## config.mk

```make
export PLATFORM = sky130hd
export DESIGN_NAME = bec_top
export DESIGN_NICKNAME = d
export VERILOG_FILES = /design/src/bec_pkg.sv /design/src/bec_top.sv
export VERILOG_INCLUDE_DIRS = /design/src
export SDC_FILE = /design/constraint.sdc
export NUM_CORES = 1
export LEC_CHECK = 0
export ABC_AREA = 1
export BUFFER_PORTS_ARGS = -buffer_cell sky130_fd_sc_hd__buf_2
export CORE_MARGIN = 2
export CORE_UTILIZATION = 40
export CTS_CLUSTER_SIZE = 40
export DETAILED_ROUTE_END_ITERATION = 7
export GPL_ROUTABILITY_DRIVEN = 0
export PLACE_DENSITY_LB_ADDON = 0.3
export RECOVER_POWER = 100
export SETUP_SLACK_MARGIN = 0.3
export SKIP_LAST_GASP = 1
export SLEW_MARGIN = 20
export SYNTH_ARGS = -nofsm -noshare
export SYNTH_HDL_FRONTEND = slang
export SYNTH_SLANG_ARGS = --single-unit
```

## constraint.sdc

```tcl
create_clock -name core_clk_in -period 4 [get_ports core_clk_in]
set_clock_uncertainty 0.15 [all_clocks]
set_input_delay 0.2 -clock core_clk_in [delete_from_list [all_inputs] [get_ports core_clk_in]]
set_output_delay 0.2 -clock core_clk_in [all_outputs]
set_load 0.05 [all_outputs]
```

## src/bec_cfg.svh

```systemverilog
`ifndef BEC_CFG_SVH
`define BEC_CFG_SVH
`define BEC_CTRL_OFS       32'h0000_8000
`define BEC_STAT_OFS       32'h0000_8004
`define BEC_STRIDE_OFS     32'h0000_8014
`define BEC_SIZE_OFS       32'h0000_8018
`define BEC_CTRL_RST       32'h0000_0000
`define BEC_STRIDE_RST     16'h0000
`define BEC_SIZE_RST       16'h0000
`define BEC_START_BIT      0
`define BEC_SRC_LIN_BIT    16
`define BEC_DST_LIN_BIT    17
`define BEC_FMT_BIT        18
`define BEC_BUSY_BIT       0
`endif

```

## src/bec_pkg.sv

```systemverilog
package bec_pkg;
    typedef enum logic [1:0] {
        BEC_IDLE = 2'b01,
        BEC_RUN  = 2'b10
    } bec_state_t;
endpackage : bec_pkg

```

## src/bec_top.sv

```systemverilog
// Behaviour
// - Registers at 8000h, control resets to zero
// - Format bit selects 8 or 16 bpp
// - Destination linear bit: contiguous versus rectangle
// - Source linear bit: contiguous versus rectangle
// - Rectangles step lines by offset register
// - Writing one to start bit launches operation; the engine ignores it while busy
// - Busy reads one while running, zero after
`timescale 1ns/10ps
`default_nettype none
`include "bec_cfg.svh"
module bec_top
    import bec_pkg::*;
(
    input  wire logic        core_clk_in,
    input  wire logic        reset_n_in,
    input  wire logic        psel_in,
    input  wire logic        penable_in,
    input  wire logic        pwrite_in,
    input  wire logic [31:0] paddr_in,
    input  wire logic [31:0] pwdata_in,
    output logic      [31:0] prdata_out,
    output logic             pready_out,
    output logic             pslverr_out,
    output logic             bpp16_out,
    output logic             src_linear_out,
    output logic             dst_linear_out,
    output logic      [31:0] src_addr_out,
    output logic      [31:0] dst_addr_out,
    output logic             busy_out
);
    bec_state_t  state_q, state_d;
    logic        fmt_q, fmt_d;
    logic        slin_q, slin_d;
    logic        dlin_q, dlin_d;
    logic [15:0] stride_q, stride_d;
    logic [15:0] size_q, size_d;
    logic [15:0] col_q, col_d;
    logic [15:0] row_q, row_d;
    logic [31:0] sline_q, sline_d;
    logic [31:0] dline_q, dline_d;
    logic [31:0] sa_q, sa_d;
    logic [31:0] da_q, da_d;
    logic [31:0] rdata_q, rdata_d;
    logic        err_q, err_d;
    logic        acc;
    logic        wr;
    logic        start;
    logic        line_end;
    logic        last;
    logic [31:0] step;

    localparam logic [31:0] CTRL_RST = `BEC_CTRL_RST;

    // Next address along a line or across to the next line
    function automatic logic [31:0] bec_next(input logic lin, input logic eol,
                                             input logic [31:0] cur, input logic [31:0] line,
                                             input logic [15:0] strd, input logic [31:0] inc);
        if (!lin && eol)
            bec_next = line + {16'h0000, strd};
        else
            bec_next = cur + inc;
    endfunction : bec_next

    assign acc      = psel_in && penable_in;
    assign wr       = acc && pwrite_in;
    assign start    = wr && (paddr_in == `BEC_CTRL_OFS) && pwdata_in[`BEC_START_BIT];
    assign step     = fmt_q ? 32'h0000_0002 : 32'h0000_0001;
    assign line_end = (col_q == 16'h0000);
    assign last     = line_end && (row_q == 16'h0000);

    // Control, stride and size registers
    always_comb
    begin
        fmt_d    = fmt_q;
        slin_d   = slin_q;
        dlin_d   = dlin_q;
        stride_d = stride_q;
        size_d   = size_q;
        if (wr)
        begin
            case (paddr_in)
                `BEC_CTRL_OFS:
                begin
                    fmt_d  = pwdata_in[`BEC_FMT_BIT];
                    dlin_d = pwdata_in[`BEC_DST_LIN_BIT];
                    slin_d = pwdata_in[`BEC_SRC_LIN_BIT];
                end
                `BEC_STRIDE_OFS: stride_d = pwdata_in[15:0];
                `BEC_SIZE_OFS:   size_d   = pwdata_in[15:0];
                default:         size_d   = size_q;
            endcase
        end
    end

    always_ff @(posedge core_clk_in)
    begin
        if (!reset_n_in)
        begin
            fmt_q    <= CTRL_RST[`BEC_FMT_BIT];
            slin_q   <= CTRL_RST[`BEC_SRC_LIN_BIT];
            dlin_q   <= CTRL_RST[`BEC_DST_LIN_BIT];
            stride_q <= `BEC_STRIDE_RST;
            size_q   <= `BEC_SIZE_RST;
        end
        else
        begin
            fmt_q    <= fmt_d;
            slin_q   <= slin_d;
            dlin_q   <= dlin_d;
            stride_q <= stride_d;
            size_q   <= size_d;
        end
    end

    // Read data and read error flag captured in the setup phase; write error decoded in the access phase
    always_comb
    begin
        rdata_d = rdata_q;
        err_d   = 1'b0;
        if (wr)
        begin
            case (paddr_in)
                `BEC_CTRL_OFS:   err_d = 1'b0;
                `BEC_STRIDE_OFS: err_d = 1'b0;
                `BEC_SIZE_OFS:   err_d = 1'b0;
                default:         err_d = 1'b1;
            endcase
        end
        else if (psel_in && !penable_in && !pwrite_in)
        begin
            case (paddr_in)
                `BEC_CTRL_OFS:   rdata_d = {13'h0, fmt_q, dlin_q, slin_q, 16'h0000};
                `BEC_STAT_OFS:   rdata_d = {31'h0, state_q == BEC_RUN};
                `BEC_STRIDE_OFS: rdata_d = {16'h0000, stride_q};
                `BEC_SIZE_OFS:   rdata_d = {16'h0000, size_q};
                default:         rdata_d = 32'h0000_0000;
            endcase
            err_d = !(paddr_in == `BEC_CTRL_OFS || paddr_in == `BEC_STAT_OFS ||
                      paddr_in == `BEC_STRIDE_OFS || paddr_in == `BEC_SIZE_OFS);
        end
        else if (acc)
        begin
            err_d = err_q;
        end
    end

    always_ff @(posedge core_clk_in)
    begin
        if (!reset_n_in)
        begin
            rdata_q <= 32'h0000_0000;
            err_q   <= 1'b0;
        end
        else
        begin
            rdata_q <= rdata_d;
            err_q   <= err_d;
        end
    end

    // Pixel walk over size plus one lines of size plus one pixels
    always_comb
    begin
        state_d = state_q;
        col_d   = col_q;
        row_d   = row_q;
        sline_d = sline_q;
        dline_d = dline_q;
        sa_d    = sa_q;
        da_d    = da_q;
        case (state_q)
            BEC_IDLE:
            begin
                if (start)
                begin
                    state_d = BEC_RUN;
                    col_d   = size_q;
                    row_d   = size_q;
                    sa_d    = 32'h0000_0000;
                    da_d    = 32'h0000_0000;
                    sline_d = 32'h0000_0000;
                    dline_d = 32'h0000_0000;
                end
            end
            // Start while running is ignored
            BEC_RUN:
            begin
                if (last)
                begin
                    state_d = BEC_IDLE;
                end
                else
                begin
                    sa_d  = bec_next(slin_q, line_end, sa_q, sline_q, stride_q, step);
                    da_d  = bec_next(dlin_q, line_end, da_q, dline_q, stride_q, step);
                    col_d = line_end ? size_q : col_q - 16'h0001;
                    if (line_end)
                    begin
                        row_d   = row_q - 16'h0001;
                        sline_d = slin_q ? sa_q + step : sline_q + {16'h0000, stride_q};
                        dline_d = dlin_q ? da_q + step : dline_q + {16'h0000, stride_q};
                    end
                end
            end
            default: state_d = BEC_IDLE;
        endcase
    end

    always_ff @(posedge core_clk_in)
    begin
        if (!reset_n_in)
        begin
            state_q <= BEC_IDLE;
            col_q   <= 16'h0000;
            row_q   <= 16'h0000;
            sline_q <= 32'h0000_0000;
            dline_q <= 32'h0000_0000;
            sa_q    <= 32'h0000_0000;
            da_q    <= 32'h0000_0000;
        end
        else
        begin
            state_q <= state_d;
            col_q   <= col_d;
            row_q   <= row_d;
            sline_q <= sline_d;
            dline_q <= dline_d;
            sa_q    <= sa_d;
            da_q    <= da_d;
        end
    end

    assign prdata_out     = (acc && !pwrite_in) ? rdata_q : 32'h0000_0000;
    assign pready_out     = 1'b1;
    assign pslverr_out    = acc && (pwrite_in ? err_d : err_q);
    assign bpp16_out      = fmt_q;
    assign src_linear_out = slin_q;
    assign dst_linear_out = dlin_q;
    assign src_addr_out   = sa_q;
    assign dst_addr_out   = da_q;
    assign busy_out       = (state_q == BEC_RUN);

    ctrl_reset_a: assert property (@(posedge core_clk_in) $rose(reset_n_in) |-> !fmt_q && !slin_q && !dlin_q)
        else $error("control not cleared by reset");
    start_busy_a: assert property (@(posedge core_clk_in) disable iff (!reset_n_in)
        (start && !busy_out) |=> busy_out)
        else $error("start did not raise busy");
    busy_read_a: assert property (@(posedge core_clk_in) disable iff (!reset_n_in)
        (psel_in && !penable_in && !pwrite_in && paddr_in == `BEC_STAT_OFS) |=> rdata_q[0] == $past(busy_out))
        else $error("status busy mismatch");
    ctrl_zero_a: assert property (@(posedge core_clk_in) disable iff (!reset_n_in)
        (acc && !pwrite_in && paddr_in == `BEC_CTRL_OFS) |-> {prdata_out[31:19], prdata_out[15:0]} == 29'h0)
        else $error("start bit read back");
    fmt_step_a: assert property (@(posedge core_clk_in) disable iff (!reset_n_in)
        (busy_out && !line_end && dlin_q) |=> da_q == $past(da_q) + ($past(fmt_q) ? 32'h2 : 32'h1))
        else $error("pixel step wrong");
    dst_rect_a: assert property (@(posedge core_clk_in) disable iff (!reset_n_in)
        (busy_out && line_end && !last && !dlin_q) |=> da_q == $past(dline_q) + {16'h0000, $past(stride_q)})
        else $error("destination line step wrong");
    src_rect_a: assert property (@(posedge core_clk_in) disable iff (!reset_n_in)
        (busy_out && line_end && !last && !slin_q) |=> sa_q == $past(sline_q) + {16'h0000, $past(stride_q)})
        else $error("source line step wrong");
    src_lin_a: assert property (@(posedge core_clk_in) disable iff (!reset_n_in)
        (busy_out && !last && slin_q) |=> sa_q == $past(sa_q) + $past(step))
        else $error("source linear not contiguous");
    reset_idle_a: assert property (@(posedge core_clk_in)
        !reset_n_in |=> !busy_out && src_addr_out == 32'h0 && dst_addr_out == 32'h0)
        else $error("reset did not stop the engine");
    fmt_write_a: assert property (@(posedge core_clk_in) disable iff (!reset_n_in)
        (wr && paddr_in == `BEC_CTRL_OFS) |=> bpp16_out == $past(pwdata_in[`BEC_FMT_BIT]))
        else $error("format bit not taken");
    dst_write_a: assert property (@(posedge core_clk_in) disable iff (!reset_n_in)
        (wr && paddr_in == `BEC_CTRL_OFS) |=> dst_linear_out == $past(pwdata_in[`BEC_DST_LIN_BIT]))
        else $error("destination linear bit not taken");
    src_write_a: assert property (@(posedge core_clk_in) disable iff (!reset_n_in)
        (wr && paddr_in == `BEC_CTRL_OFS) |=> src_linear_out == $past(pwdata_in[`BEC_SRC_LIN_BIT]))
        else $error("source linear bit not taken");
    dst_lin_a: assert property (@(posedge core_clk_in) disable iff (!reset_n_in)
        (busy_out && !last && dlin_q) |=> da_q == $past(da_q) + $past(step))
        else $error("destination linear not contiguous");
    src_pixel_a: assert property (@(posedge core_clk_in) disable iff (!reset_n_in)
        (busy_out && !line_end && !slin_q) |=> sa_q == $past(sa_q) + ($past(fmt_q) ? 32'h2 : 32'h1))
        else $error("source pixel step wrong");
    dst_pixel_a: assert property (@(posedge core_clk_in) disable iff (!reset_n_in)
        (busy_out && !line_end && !dlin_q) |=> da_q == $past(da_q) + ($past(fmt_q) ? 32'h2 : 32'h1))
        else $error("destination pixel step wrong");
    start_load_a: assert property (@(posedge core_clk_in) disable iff (!reset_n_in)
        (start && !busy_out) |=> src_addr_out == 32'h0 && dst_addr_out == 32'h0)
        else $error("start did not load the walk");
    busy_hold_a: assert property (@(posedge core_clk_in) disable iff (!reset_n_in)
        (busy_out && !last) |=> busy_out)
        else $error("busy dropped early");
    busy_end_a: assert property (@(posedge core_clk_in) disable iff (!reset_n_in)
        (busy_out && last) |=> !busy_out)
        else $error("busy not cleared at end");
    idle_hold_a: assert property (@(posedge core_clk_in) disable iff (!reset_n_in)
        (!busy_out && !start) |=> !busy_out)
        else $error("engine ran without start");
    stat_zero_a: assert property (@(posedge core_clk_in) disable iff (!reset_n_in)
        (acc && !pwrite_in && paddr_in == `BEC_STAT_OFS) |-> prdata_out[31:1] == 31'h0)
        else $error("status upper bits not zero");
    stride_write_a: assert property (@(posedge core_clk_in) disable iff (!reset_n_in)
        (wr && paddr_in == `BEC_STRIDE_OFS) |=> stride_q == $past(pwdata_in[15:0]))
        else $error("line offset not taken");
endmodule : bec_top
`default_nettype wire

```

After elaboration in Yosys (flattened, before gate mapping). Index checks and enable logic that the tools add are counted.

Flip-flop bits (word level): 230. Output and inout port bits: 102. Word-level logic and storage cells: 94.

Add/subtract/negate cells: 6. Equality and inequality tests: 10. Mux-type cells: 33. Bitwise logic cells: 1. Reduce and logical (&&, ||, !) cells: 30.

Operators by type and width (number): $mux W32 (12); $pmux W32 S2 (4); $eq A32 B16 Y1 const B (4); $mux W16 (5); $pmux W19 S4 (1); $add A32 B16 Y32 (2); $add A32 B2 Y32 (2); $pmux W16 S2 (2); $logic_not A16 Y1 (2); $sub A16 B1 Y16 const B (2); $logic_and A1 B1 Y1 (11); $reduce_and A2 Y1 (5); $mux W2 (3); $logic_not A1 Y1 (5); $mux W1 (5); $ne A2 B1 Y1 const B (2); $ne A2 B2 Y1 const B (2); $pmux W2 S2 (1); $reduce_and A4 Y1 (1); $logic_or A1 B1 Y1 (3); $reduce_and A3 Y1 (1); $reduce_or A3 Y1 (1); $eq A2 B1 Y1 const B (1); $eq A2 B2 Y1 const B (1); other kinds (2) (2).

Logic depth before layout (Yosys ltp).
Depth in word-level cells: 9. Gate-level depth with buffers: 16. Gate-level depth less buffers: 16.

Least setup slack after synthesis. Ideal clock, no wire load.

Path type: reg-to-reg. Start: register fmt_q, in the netlist bpp16_out. End: register sline_q[18]. Library setup time: 116 ps. Arrival: 2452 ps. Path slack: 1283 ps. Stages on the path, launching flop included: 14. Path buffers: 0. Path through: dfxtp_1 -> inv_1 -> ha_1 -> fa_1 -> nand3_1 -> inv_1 -> nand2_1 -> nor2_1 -> nand3b_1 -> nand3_1 -> nand2_1 -> inv_1 -> a21oi_1 -> nor2_1.

Word-level cells in the longest chain between the ends: 6.

Ends and longest elaborated chain: start: declaration (RTL line bec_top.sv:33) `logic fmt_q, fmt_d;`; start signal: assignment (RTL line bec_top.sv:100) `` fmt_q <= CTRL_RST[`BEC_FMT_BIT]; ``; start signal: assignment (RTL line bec_top.sv:108) `fmt_q <= fmt_d;`; $mux W2 (RTL line bec_top.sv:68) `assign step = fmt_q ? 32'h0000_0002 : 32'h0000_0001;`; $add A32 B2 Y32 (RTL line bec_top.sv:201) `sline_d = slin_q ? sa_q + step : sline_q + {16'h0000, stride_q};`; $mux W32 (RTL line bec_top.sv:201); $mux W32 (RTL line bec_top.sv:198) `if (line_end)`; $mux W32 (RTL line bec_top.sv:189) `if (last)`; $pmux W32 S2 (RTL line bec_top.sv:172) `case (state_q)`; end signal: assignment (RTL line bec_top.sv:227) `sline_q <= sline_d;`; end: declaration (RTL line bec_top.sv:40) `logic [31:0] sline_q, sline_d;`.

No other way between the ends. The select of a mux whose other input is x is not followed. A chain may end at the register's enable or synchronous reset.

Worst setup path in the final report.
Start: register row_q[0]. End: register sline_q[26].

Word-level cells in the longest chain between the ends: 4.

Ends and longest elaborated chain: start: declaration (RTL line bec_top.sv:39) `logic [15:0] row_q, row_d;`; start signal: assignment (RTL line bec_top.sv:226) `row_q <= row_d;`; $logic_not A16 Y1 (RTL line bec_top.sv:70) `assign last = line_end && (row_q == 16'h0000);`; $logic_and A1 B1 Y1 (RTL line bec_top.sv:70); $ne A2 B2 Y1 (no line); $reduce_and A4 Y1 (no line).

No other way between the ends.

==> flow_summary.toml <==
[placed_design]
io_buffer_count = 143
hpwl_um = 42300
dpl-instance-area_um2 = 16700

[timing]
finalCriticalPeriod_ps = 3530
setup_viol = 0
fin_crit_sh_pct = 88.2
slew-limit-headroom_pct = -110
hold_viol_final = 0
rsz0062_at_grt = "no"
timing.setup.tns_ps = 0
tightestPinTransition_ps = 3150
max_freq_mhz = 283
slew_violations = 70

[drt]
drt_pre_antenna_iters = 8
drc = 0
wl_per_cell_um = 16.9
viasPerCell = 5.31
drt_iter0_markers = 1818
detail-route-antenna-nets = 0
wl_um = 56300
vias = 17700

[clock_tree]
clk_pin_slew_ps = 60
cts_buffers = 27
clk_path_buf_depth = 3
clk-insertion-delay-late_ps = 580
clockRootBuffer = "clkbuf_16"
tritoncts = "yes"
cts_setup_buffers = 0
clock_sinks = 217
htreeDepth = 1

[yosys]
synthTopCellsByArea = "dfxtp_1, nand2_1, nand3_1"
synth_commonest_cells = "nand2_1, inv_1, nor2_1"
synth_area_um2 = 15600
ys_async_sr_fraction_pct = 0
synth_edf_count = 0
ys_warn_count = 0
ys_types = 50
synth_top_area_share_pct = 27.8
synth.most_common_cell = "nand2_1"
synth.avg_cell_area_um2 = 5.85
synth_top_area_cell = "dfxtp_1"
synth_cells = 2672
synthFlopType = "dfxtp_1"
ys_ff_latch = 217
ys_seq_area_share_pct = 27.8

[die]
fp.dieW_um = 202
io_pins = 171
row_count = 72
core_region_area_um2 = 38600
die_y_um = 202
dieArea_um2 = 40700
initial_core_util_pct = 40.4

[cells_and_area]
drive_gt1_share_pct = 5.60
fill_cells = 4158
fin_area_um2 = 17700
nets = 2913
syn_to_final_growth_pct = 13.4
diodes = 0

[grt]
grt.overflow.total = 0
track_usage_pct = 26.9
antenna_found_initial = 1
grt_pass1_vias = 16500
grt_pass1_wl_um = 87900
grt_max_degree = 70

[power_and_ir_drop]
peakVddDrop_v = 0.000245
power.density_nw_per_um2 = 282
p_leak_nw = 7.85

[min_path]
hold_path_class = "input port to flip-flop"
hp-start = "paddr_in[5]"

[status]
violations = "max-capacitance violations, max-slew violations"
status = "finished with violations"

[critical_path]
cp-end-kind = "flip-flop"
cp_max_fo = 16
worstSetupStartpoint = "row_q[0]"
crit_required_ps = 4330
rr_startpoint = "row_q[0]"
path_class = "flip-flop to flip-flop"
arrival_ps = 3860
startpoint_type = "flip-flop"

[job]
drv_cap = 1
-- through the flow --
stage | worst slack (ps) | util (%) | power, mW | hold WS, ps | instances
2_1_floorplan | 1280 | - | 2.31 | 192 | 2684
3_3_place_gp | 252 | 43.2 | 2.35 | 303 | 3267
3_5_place_dp | 227 | 43.2 | 2.35 | 307 | 3267
4_1_cts | 561 | 46.3 | 5.01 | 0.702 | 3340
5_1_grt | 267 | 45.9 | 5.12 | 55.4 | 3340
6_report | 471 | 45.9 | 4.99 | 25.0 | 3340
-- power breakdown --
| part | internal [mW] | switching, mW |
|---|---|---|
| registers | 2.16 | 0.000227 |
| clock network | 1.61 | 1.07 |
| logic | 0.0447 | 0.110 |
| total | 3.81 | 1.18 |
-- cells by family after synthesis --
kind of cell,count (synthesis),share of synthesized area [%]
compound gates,410,13.9
xor+xnor,60,3.36
fa+ha+maj,43,3.63
buf+inv,428,11.3
flops,217,27.8
other cells,2,0.0481
simple gates,1512,40.0
-- routing by layer --
| metal | vias up | global-route usage, % | routed length (µm) |
|---|---|---|---|
| met5 | - | 0 | 13 |
| met4 | 2 | 13.8 | 2970 |
| met3 | 165 | 3.79 | 4310 |
| met2 | 703 | 43.9 | 25300 |
| met1 | 8093 | 34.7 | 23700 |
| li1 | 8756 | - | - |
-- area by class of cell --
cell class	count	area, µm²	share of cell area (%)
Multi-Input combinational cell	2039	9550	53.9
Tap cell	518	648	3.66
Inverter	326	1230	6.93
Timing Repair Buffer	190	990	5.58
Sequential cell	217	4340	24.5
Clock buffer	39	811	4.57
Clock inverter	11	154	0.868
-- critical path, cell delays in order (launching register included) --
cell and delay [ps]:
dfxtp_1 320, inv_1 70, ha_1 230, nand3_2 130
nor2_1 70, nand3_1 250, nor2_1 90, nor2_2 510
nand2_1 620, clkbuf_1 480, a21oi_1 270, nand2_1 80
a21oi_1 150
-- final timing paths --
check	endpoint	slack, ps	depth (start not counted)
worst min-delay path	rdata_q[1]	30	6
worst min register to register	size_q[7]	310	2
worst max register to register	sline_q[26]	470	12
worst max-delay path	sline_q[26]	470	12
-- placed cells by master, fill, tap and decap left out, types with 9 or more instances in the layout --
cell and instances:
a21oi_1 222, buf_2 55, buf_4 17, clkbuf_1 98, clkbuf_16 27, clkbuf_8 9, conb_1 14, dfxtp_1 217
dlygate4sd3_1 23, ha_1 39, inv_1 313, nand2_1 908, nand3_1 241, nand4_1 23, nor2_1 248, nor3_1 50
o21ai_0 148, o22ai_1 12, xnor2_1 17, xor2_1 43
-- registers in the layout (all words and copies together) (netlist names) --
register / flops
row_q: 16
sline_q: 32
src_addr_out: 32
state_q: 2
src_linear_out: 1
rdata_q: 19
bpp16_out: 1
dst_linear_out: 1
dline_q: 32
col_q: 16
stride_q: 16
err_q: 1
dst_addr_out: 32
size_q: 16
-- what timing repair did --
action,CTS,global route
endpoints found under the hold margin,53,0
setup endpoints to repair,23,4
pin swaps,0,0
hold buffers,23,0
resized for setup,1,1
(Power assumes the default switching activity.)
